**src/rtl/ubsel_consts.vh**
```
// constants for the utility bus select and fast reset block
`ifndef UBSEL_CONSTS_VH
`define UBSEL_CONSTS_VH

// register offsets on the plain register port
`define UBSEL_FRAC_OFFSET 8'h92
`define UBSEL_DEC_EN_OFFSET 8'h4E
`define UBSEL_STATUS_OFFSET 8'h4F

// fast reset / a20 control fields
`define UBSEL_FRAC_RST_BIT 0
`define UBSEL_FRAC_A20_BIT 1
`define UBSEL_FRAC_RESET 2'h0

// decode enable fields
`define UBSEL_EN_RTC 0
`define UBSEL_EN_KBD 1
`define UBSEL_EN_FLOPPY 2
`define UBSEL_EN_IDE 3
`define UBSEL_EN_SERA 4
`define UBSEL_EN_SERB 5
`define UBSEL_EN_PAR 6
`define UBSEL_EN_FLOPPY_SEC 7
`define UBSEL_DEC_EN_RESET 8'h7F

// status fields
`define UBSEL_ST_FLOPPY_PRESENT 0
`define UBSEL_ST_RST_BUSY 1
`define UBSEL_ST_GROUP 2
`define UBSEL_ST_ALE_BUSY 3

// timing counts in isa bus clock periods
`define UBSEL_RST_PULSE_CLKS 4
`define UBSEL_ALE_HOLD_CLKS 2

// io addresses
`define UBSEL_IO_RTC_IDX 10'h070
`define UBSEL_IO_RTC_DATA 10'h071
`define UBSEL_IO_KBD_DATA 10'h060
`define UBSEL_IO_KBD_CMD 10'h064
`define UBSEL_IO_FLP_PRI 10'h3F0
`define UBSEL_IO_FLP_SEC 10'h370
`define UBSEL_IO_FLP_STAT_PRI 10'h3F7
`define UBSEL_IO_FLP_STAT_SEC 10'h377
`define UBSEL_IO_IDE_BASE 10'h1F0
`define UBSEL_IO_SERA 10'h3F8
`define UBSEL_IO_SERB 10'h2F8
`define UBSEL_IO_PAR 10'h378

// peripheral codes, decoder one (group select low)
`define UBSEL_CODE_RTC_ALE 3'h0
`define UBSEL_CODE_KBD 3'h1
`define UBSEL_CODE_FLOPPY 3'h2
`define UBSEL_CODE_IDE 3'h3
`define UBSEL_CODE_SERA 3'h4
`define UBSEL_CODE_SERB 3'h5
`define UBSEL_CODE_PAR 3'h6
// peripheral codes, decoder two (group select high)
`define UBSEL_CODE_RTC_DATA 3'h1
`define UBSEL_CODE_IDLE 3'h7

`endif

```
**src/rtl/ubsel_isa_pulse.v**
```verilog
// pulse stretcher counting sampled isa bus clock rising edges
`timescale 1ns/10ps
module ubsel_isa_pulse #(
  parameter LEN = 4
) (
  ref_clk,
  nrst,
  start,
  isa_rise,
  active
);
  input wire ref_clk;
  input wire nrst;
  input wire start;
  input wire isa_rise;
  output wire active;

  reg [3:0] cnt_q;
  reg [3:0] cnt_d;

  always @* begin
    cnt_d = cnt_q;
    if (start) begin
      cnt_d = LEN[3:0];
    end else if (cnt_q != 4'h0 && isa_rise) begin
      cnt_d = cnt_q - 4'h1;
    end
  end

  always @(posedge ref_clk) begin
    if (!nrst) begin
      cnt_q <= 4'h0;
    end else begin
      cnt_q <= cnt_d;
    end
  end

  // partial isa period before the first edge makes the length approximate
  assign active = (cnt_q != 4'h0);
endmodule

```
**src/rtl/ubsel_top.v**
```verilog
// utility bus group select, encoded select, fast reset/a20 and media change bit
//
// Our own choice: the address-and-strobe port.
`timescale 1ns/10ps
`include "ubsel_consts.vh"

// Operation
// group select low decoder one, high two
// group select decoded combinationally from address
// clock chip latch strobe: two isa clocks
// group select high when idle or foreign
// group select high during reset
// writing bit0 one pulses cpu reset low
// bit0 must return zero before next pulse
// reset clears bit0, cpu reset high
// board ANDs soft and keyboard resets
// writing bit1 zero drives override low
// writing bit1 one drives override high
// override low after reset
// board ORs override, keyboard gate, reset
// floppy status read drives inverted media change; the code does so only with the floppy decode on and the IDE decode off
// primary/secondary status location from configuration
// encoded select code, high during reset
// data bit seven released outside those reads
module ubsel_top #(
  parameter RST_PULSE_CLKS = `UBSEL_RST_PULSE_CLKS,
  parameter ALE_HOLD_CLKS = `UBSEL_ALE_HOLD_CLKS
) (
  ref_clk,
  nrst,
  isa_bus_clock,
  sa,
  la,
  addr_valid,
  ior_n,
  iow_n,
  memr_n,
  memw_n,
  media_change_in,
  reg_addr,
  reg_wdata,
  reg_wr,
  reg_rd,
  reg_rdata,
  decoder_group_select_n,
  encoded_periph_select,
  soft_cpu_reset_n,
  addr20_override,
  sys_data_bit7_o,
  sys_data_bit7_oe_n
);
  input wire ref_clk;
  input wire nrst;
  input wire isa_bus_clock;
  input wire [16:0] sa;
  input wire [23:17] la;
  input wire addr_valid;
  input wire ior_n;
  input wire iow_n;
  input wire memr_n;
  input wire memw_n;
  input wire media_change_in;
  input wire [7:0] reg_addr;
  input wire [7:0] reg_wdata;
  input wire reg_wr;
  input wire reg_rd;
  output reg [7:0] reg_rdata;
  output reg decoder_group_select_n;
  output reg [2:0] encoded_periph_select;
  output wire soft_cpu_reset_n;
  output wire addr20_override;
  output reg sys_data_bit7_o;
  output reg sys_data_bit7_oe_n;

  // register state
  reg rst_bit_q;
  reg a20_bit_q;
  reg [7:0] dec_en_q;
  reg [7:0] rdata_d;
  reg rd_pend_q;

  // isa clock and command edge tracking
  reg isa_clk_q;
  reg iow_n_q;
  reg reset_seen_q;
  reg floppy_present_q;

  wire isa_rise;
  wire iow_fall;
  wire rst_start;
  wire rst_busy;
  wire ale_start;
  wire ale_busy;

  wire io_space;
  wire mem_space;
  wire [9:0] io_addr;
  wire cmd_active;
  wire floppy_en;
  wire ide_en;
  wire [9:0] flp_base;
  wire [9:0] flp_stat;

  reg dec_hit;
  reg dec_group_n;
  reg [2:0] dec_code;

  wire wr_frac;
  wire wr_dec_en;

  assign isa_rise = isa_bus_clock & ~isa_clk_q;
  assign iow_fall = iow_n_q & ~iow_n;

  assign wr_frac = reg_wr && (reg_addr == `UBSEL_FRAC_OFFSET);
  assign wr_dec_en = reg_wr && (reg_addr == `UBSEL_DEC_EN_OFFSET);

  // only a zero-to-one change of bit0 fires, so a held one cannot retrigger
  assign rst_start = wr_frac && reg_wdata[`UBSEL_FRAC_RST_BIT] && !rst_bit_q;

  // io space is the low 64k with no upper address bits set
  assign io_space = (la == 7'h00) && (sa[16] == 1'b0);
  // bios window at 1F0000 to 1FFFFF, the top of the second megabyte
  assign mem_space = (la == 7'h0F) && (sa[16] == 1'b1);
  assign io_addr = sa[9:0];
  assign cmd_active = ~ior_n | ~iow_n;

  // a floppy strapped absent overrides the floppy decode enable
  assign floppy_en = dec_en_q[`UBSEL_EN_FLOPPY] & floppy_present_q;
  assign ide_en = dec_en_q[`UBSEL_EN_IDE];
  assign flp_base = dec_en_q[`UBSEL_EN_FLOPPY_SEC] ? `UBSEL_IO_FLP_SEC
                                                   : `UBSEL_IO_FLP_PRI;
  assign flp_stat = dec_en_q[`UBSEL_EN_FLOPPY_SEC] ? `UBSEL_IO_FLP_STAT_SEC
                                                   : `UBSEL_IO_FLP_STAT_PRI;

  // clock chip index write starts the latch strobe hold
  assign ale_start = iow_fall && addr_valid && io_space &&
                     (io_addr == `UBSEL_IO_RTC_IDX) &&
                     dec_en_q[`UBSEL_EN_RTC];

  ubsel_isa_pulse #(
    .LEN(RST_PULSE_CLKS)
  ) u_rst_pulse (
    .ref_clk(ref_clk),
    .nrst(nrst),
    .start(rst_start),
    .isa_rise(isa_rise),
    .active(rst_busy)
  );

  ubsel_isa_pulse #(
    .LEN(ALE_HOLD_CLKS)
  ) u_ale_hold (
    .ref_clk(ref_clk),
    .nrst(nrst),
    .start(ale_start),
    .isa_rise(isa_rise),
    .active(ale_busy)
  );

  assign soft_cpu_reset_n = ~rst_busy;
  assign addr20_override = a20_bit_q;

  // address decode, from the address lines, decode enables and memory strobes
  always @* begin
    dec_hit = 1'b0;
    dec_group_n = 1'b1;
    dec_code = `UBSEL_CODE_IDLE;
    if (addr_valid && io_space) begin
      if (io_addr == `UBSEL_IO_RTC_DATA && dec_en_q[`UBSEL_EN_RTC]) begin
        dec_hit = 1'b1;
        dec_group_n = 1'b1;
        dec_code = `UBSEL_CODE_RTC_DATA;
      end else if ((io_addr == `UBSEL_IO_KBD_DATA || io_addr == `UBSEL_IO_KBD_CMD) &&
                   dec_en_q[`UBSEL_EN_KBD]) begin
        dec_hit = 1'b1;
        dec_group_n = 1'b0;
        dec_code = `UBSEL_CODE_KBD;
      end else if (io_addr[9:3] == flp_base[9:3] && io_addr != flp_stat && floppy_en) begin
        dec_hit = 1'b1;
        dec_group_n = 1'b0;
        dec_code = `UBSEL_CODE_FLOPPY;
      end else if (io_addr == flp_stat && ide_en) begin
        // shared status location belongs to the disk drive when it is resident
        dec_hit = 1'b1;
        dec_group_n = 1'b0;
        dec_code = `UBSEL_CODE_IDE;
      end else if (io_addr[9:3] == `UBSEL_IO_IDE_BASE >> 3 && ide_en) begin
        dec_hit = 1'b1;
        dec_group_n = 1'b0;
        dec_code = `UBSEL_CODE_IDE;
      end else if (io_addr[9:3] == `UBSEL_IO_SERA >> 3 && dec_en_q[`UBSEL_EN_SERA]) begin
        dec_hit = 1'b1;
        dec_group_n = 1'b0;
        dec_code = `UBSEL_CODE_SERA;
      end else if (io_addr[9:3] == `UBSEL_IO_SERB >> 3 && dec_en_q[`UBSEL_EN_SERB]) begin
        dec_hit = 1'b1;
        dec_group_n = 1'b0;
        dec_code = `UBSEL_CODE_SERB;
      end else if (io_addr[9:3] == `UBSEL_IO_PAR >> 3 && dec_en_q[`UBSEL_EN_PAR]) begin
        dec_hit = 1'b1;
        dec_group_n = 1'b0;
        dec_code = `UBSEL_CODE_PAR;
      end
    end else if (addr_valid && mem_space && (~memr_n | ~memw_n)) begin
      dec_hit = 1'b1;
      dec_group_n = 1'b1;
      dec_code = 3'h0;
    end
  end

  // outputs follow the address with no register, as the decoders expect
  always @* begin
    if (!nrst) begin
      decoder_group_select_n = 1'b1;
      encoded_periph_select = 3'h7;
    end else if (ale_busy) begin
      decoder_group_select_n = 1'b0;
      encoded_periph_select = `UBSEL_CODE_RTC_ALE;
    end else if (dec_hit) begin
      decoder_group_select_n = dec_group_n;
      encoded_periph_select = dec_code;
    end else begin
      decoder_group_select_n = 1'b1;
      encoded_periph_select = `UBSEL_CODE_IDLE;
    end
  end

  // media change bit, driven only for reads of the selected status location
  always @(posedge ref_clk) begin
    if (!nrst) begin
      sys_data_bit7_o <= 1'b0;
      sys_data_bit7_oe_n <= 1'b1;
    end else if (!ior_n && addr_valid && io_space && io_addr == flp_stat &&
                 floppy_en && !ide_en) begin
      sys_data_bit7_o <= ~media_change_in;
      sys_data_bit7_oe_n <= 1'b0;
    end else begin
      sys_data_bit7_o <= 1'b0;
      sys_data_bit7_oe_n <= 1'b1;
    end
  end

  // strap caught on the first edge after reset release
  always @(posedge ref_clk) begin
    if (!nrst) begin
      reset_seen_q <= 1'b0;
      floppy_present_q <= 1'b1;
    end else if (!reset_seen_q) begin
      reset_seen_q <= 1'b1;
      floppy_present_q <= media_change_in;
    end
  end

  // edge tracking for the isa clock and write command
  always @(posedge ref_clk) begin
    if (!nrst) begin
      isa_clk_q <= 1'b0;
      iow_n_q <= 1'b1;
    end else begin
      isa_clk_q <= isa_bus_clock;
      iow_n_q <= iow_n;
    end
  end

  // register writes
  always @(posedge ref_clk) begin
    if (!nrst) begin
      rst_bit_q <= 1'b0;
      a20_bit_q <= 1'b0;
      dec_en_q <= `UBSEL_DEC_EN_RESET;
    end else begin
      if (wr_frac) begin
        rst_bit_q <= reg_wdata[`UBSEL_FRAC_RST_BIT];
        a20_bit_q <= reg_wdata[`UBSEL_FRAC_A20_BIT];
      end
      if (wr_dec_en) begin
        dec_en_q <= reg_wdata;
      end
    end
  end

  // read mux, answered in the cycle after the strobe
  always @* begin
    case (reg_addr)
      `UBSEL_FRAC_OFFSET: begin
        rdata_d = {6'h00, a20_bit_q, rst_bit_q};
      end
      `UBSEL_DEC_EN_OFFSET: begin
        rdata_d = dec_en_q;
      end
      `UBSEL_STATUS_OFFSET: begin
        rdata_d = {4'h0, ale_busy, decoder_group_select_n, rst_busy, floppy_present_q};
      end
      default: begin
        rdata_d = 8'h00;
      end
    endcase
  end

  always @(posedge ref_clk) begin
    if (!nrst) begin
      rd_pend_q <= 1'b0;
      reg_rdata <= 8'h00;
    end else begin
      rd_pend_q <= reg_rd;
      // data lines rest at zero outside the answer cycle
      reg_rdata <= reg_rd ? rdata_d : 8'h00;
    end
  end

  // cmd_active and rd_pend_q are kept for status extension
  wire unused_ok;
  assign unused_ok = cmd_active & rd_pend_q;
endmodule

```
**config.mk**
```make
export PLATFORM = sky130hd
export DESIGN_NAME = ubsel_top
export DESIGN_NICKNAME = d
export VERILOG_FILES = /design/src/rtl/ubsel_isa_pulse.v /design/src/rtl/ubsel_top.v
export VERILOG_INCLUDE_DIRS = /design/src /design/src/rtl
export SDC_FILE = /design/constraint.sdc
export NUM_CORES = 1
export LEC_CHECK = 0
export ABC_CLOCK_PERIOD_IN_PS = 2200
export BUFFER_PORTS_ARGS = -buffer_cell sky130_fd_sc_hd__clkbuf_2
export CAP_MARGIN = 40
export CORE_UTILIZATION = 43
export CTS_CLUSTER_SIZE = 16
export DETAILED_ROUTE_END_ITERATION = 6
export PLACE_DENSITY = 0.74
export SKIP_CTS_REPAIR_TIMING = 1
export SYNTH_ARGS = -nofsm -noshare
export SYNTH_HDL_FRONTEND = slang
export SYNTH_HIERARCHICAL = 1
export SYNTH_SLANG_ARGS = --single-unit
```
**constraint.sdc**
```tcl
create_clock -name ref_clk -period 2.2 [get_ports ref_clk]
set_clock_uncertainty 0.1 [all_clocks]
set_input_delay 0.44 -clock ref_clk [delete_from_list [all_inputs] [get_ports ref_clk]]
set_output_delay 0.44 -clock ref_clk [all_outputs]
set_load 0.02 [all_outputs]
```
==> results.sh <==
export IMPL_place_congestion=0.819
export IMPL_power_share_combinational_pct=43.0
export IMPL_clockPowerShare_pct=26.9
export IMPL_synth_edf_count=0
export IMPL_root_buffer="clkbuf_8"
export IMPL_initial_utilization_pct=44.5
export IMPL_setup_viol=4
export IMPL_drt_vias_per_instance=5.26
export IMPL_clock_fmax_mhz=405
export IMPL_grt_overflow_total=0
export IMPL_place_ws_ns=-0.227
export IMPL_cts_tree="built"
export IMPL_syn_num_nets=235
export IMPL_netlist_instances=181
export IMPL_finalCritPeriodShare_pct=112
export IMPL_grt_pass1_vias=1663
export IMPL_leakage_nw=1.08
export IMPL_yosysWarnings=6
export IMPL_rows=22
export IMPL_wirelength_um=4330
export IMPL_cp_arrival_ns=1.93
export IMPL_synth_seq_cells=32
export IMPL_synth_distinct_cells=53
export IMPL_crit_chain="inv_2 -> ha_4 -> or3b_4 -> a41oi_2 -> o31a_1 -> nand3_2 -> o211ai_1 -> buf_4"
export IMPL_cp_slowest_cell="or3b_4"
export IMPL_hpwl_um=3110
export IMPL_numCtsBuffers=5
export IMPL_grtUsageTotal_pct=21.7
export IMPL_clkLatencyLatePin_ns=0.28
export IMPL_violations="negative setup slack"
export IMPL_die_y_um=63.6
export IMPL_core_area_um2=3660
export IMPL_num_nets_final=323
export IMPL_hold_violations=0
export IMPL_grt_max_degree=21
export IMPL_swShare_pct=34.1
export IMPL_yosysSeqAreaShare_pct=39.3
export IMPL_min_path_type="input pin to register"
export IMPL_diodes=0
export IMPL_timing_final_crit_period_ns=2.47
export IMPL_required_ns=1.66
export IMPL_ant_nets=0
export IMPL_avgSynthCellArea_um2=9.01
export IMPL_cap_violations=0
export IMPL_io_pins=67
export IMPL_setup_slack_ns=-0.267
export IMPL_switching_power_mw=0.784
export IMPL_p_per_area_nw_per_um2=943
export IMPL_async_flop_share_pct=0
export IMPL_grt_pass1_wl_um=6960
export IMPL_hold_slack_ns=0.255
export IMPL_seq_area_um2=644
export IMPL_clockBufferDepth=2
export IMPL_multi_input_area_um2=1070
export IMPL_syn_to_final_growth_pct=49.3
export IMPL_p_seq_share_pct=30.1
export IMPL_cp_end_kind="output port"
export IMPL_critPathKind="register to output port"
export IMPL_grt_antenna_before_repair=0
export IMPL_finalSetupTns_ns=-0.675
export IMPL_dr_pass1_iters=4
export IMPL_clk_pin_slew_ns=0.07
export IMPL_rsz0062_at_grt="true"
export IMPL_slowest_delay_ns=0.38
export IMPL_crit_family="compound AO/OA/AOI/OAI gates"
export IMPL_synth_area_um2=1630
export IMPL_p_int_mw=1.51
export IMPL_htree_levels=2
export IMPL_routedWlPerCell_um=13.6
export IMPL_worst_pin_slew_ns=0.431
export IMPL_drv_slew=0
export IMPL_port_buffers=60
export IMPL_drcViolationCount=0
export IMPL_slew_headroom_pct=71.0
export IMPL_die_w_um=63.6
export IMPL_critical_path_buf_inv_count=2
export IMPL_drive_above_1_share_pct=45.6
export IMPL_ys_flop_type="dfxtp_1"
export IMPL_start_kind="register"
export IMPL_die_area_um2=4040
export IMPL_peakVddDrop_uv=357
export IMPL_cts_sinks=32
export IMPL_outcome="finished, violations left"
export IMPL_crit_fanout=2
export IMPL_drtIter0Drc=54
export IMPL_fillCellCount=289
export IMPL_via_count=1672
[path summary, 6_finish.rpt]
kind                            slack, ns                start  cells past startpoint                      to
worst max-delay path                -0.27  u_ale_hold/cnt_q[0]                      8  decoder_group_select_n
worst min-delay path                 0.25      media_change_in                      2         sys_data_bit7_o
worst max register to register       0.34  u_ale_hold/cnt_q[0]                      8            reg_rdata[2]
worst min register to register       0.38         reset_seen_q                      2        floppy_present_q
[cells in the final DEF, fill, tap and decap left out, drive strengths merged, types with 2 or more instances in the layout]
| cell | instances |
|---|---|
| a211oi | 3 |
| a21o | 2 |
| a21oi | 6 |
| a31oi | 2 |
| and2 | 6 |
| and3 | 4 |
| and4b | 2 |
| buf | 30 |
| clkbuf | 63 |
| dfxtp | 32 |
| ha | 3 |
| inv | 8 |
| mux2i | 14 |
| nand2 | 20 |
| nand2b | 4 |
| nand3 | 11 |
| nand4 | 3 |
| nand4b | 2 |
| nor2 | 6 |
| nor2b | 4 |
| nor3 | 6 |
| nor3b | 3 |
| nor4 | 3 |
| nor4b | 2 |
| o21a | 3 |
| o21ai | 5 |
| or3 | 2 |
| or4b | 4 |
[kinds of logic after synthesis]
logic type	after synthesis	synth area share (%)
adders and majority gates	3	2.30
and+or+nand+nor	90	33.5
DFF	32	39.3
AOI/OAI and AO/OA	27	11.5
xor gates and xnor gates	1	0.537
muxes	15	9.29
buffers and inverters	13	3.61
[final cells by class]
class / count / share of cell area [%]
Inverter: 8 / 1.23
Tap cell: 48 / 2.47
Multi-Input combinational cell: 136 / 43.8
Clock inverter: 1 / 1.23
Sequential cell: 32 / 26.5
Timing Repair Buffer: 86 / 20.8
Clock buffer: 7 / 3.96
[layer usage]
metal	vias up	GRT usage, %	part of all wire (%)
li1	837	-	-
met1	764	25.2	43
met2	67	37.8	50
met3	4	5.43	5.8
met4	0	7.95	0.65
met5	-	0	0
[stage by stage]
| stage | cell area [um2] | cells | power [mW] | utilization, % |
|---|---|---|---|---|
| 2_1_floorplan | 1640 | 181 | 1.26 | - |
| 3_3_place_gp | 2150 | 309 | 1.52 | 58.8 |
| 3_5_place_dp | 2150 | 309 | 1.54 | 58.8 |
| 4_1_cts | 2280 | 317 | 2.17 | 62.2 |
| 5_1_grt | 2430 | 318 | 2.45 | 66.5 |
| 6_report | 2430 | 318 | 2.30 | 66.5 |
[power by group through the flow]
stage                     registers (mW)  clock network [mW]  logic, mW
after detailed placement           0.694                   0      0.849
after floorplan                    0.686                   0      0.575
after global routing               0.700               0.664       1.09
after CTS                          0.681               0.629      0.859
after global placement             0.692                   0      0.831
final                              0.690               0.618      0.987
[synthesized netlist by cell type (all sizes together) (4+ instances only)]
cell    count  share of area, %
nor3        6               1.8
nor2b       4               1.5
o21ai       5               1.5
inv         8               1.8
and3        4               1.6
nand2      20               4.6
dfxtp      32                39
a21oi       6               2.1
and2        6               2.3
nand3      11               3.4
nor2        6               1.4
or4b        4               2.7
nand2b      4               1.5
mux2i      14               8.6
[worst reg2reg max path: stages, from the launching register on]
cell	delay [ns]
dfxtp_2	0.33
inv_2	0.07
ha_4	0.12
or3b_4	0.38
a41oi_2	0.17
o31a_1	0.21
nand3_2	0.09
buf_4	0.14
a211oi_1	0.17
[registers in the layout (all words and copies together), names as in the netlist]
register and cells:
isa_clk_q 1, dec_en_q 8, iow_n_q 1, rst_bit_q 1
addr20_override 1, sys_data_bit7_oe_n 1, floppy_present_q 1, reg_rdata 8
sys_data_bit7_o 1, reset_seen_q 1, u_ale_hold/cnt_q 4, u_rst_pulse/cnt_q 4
(Power assumes the default switching activity.)
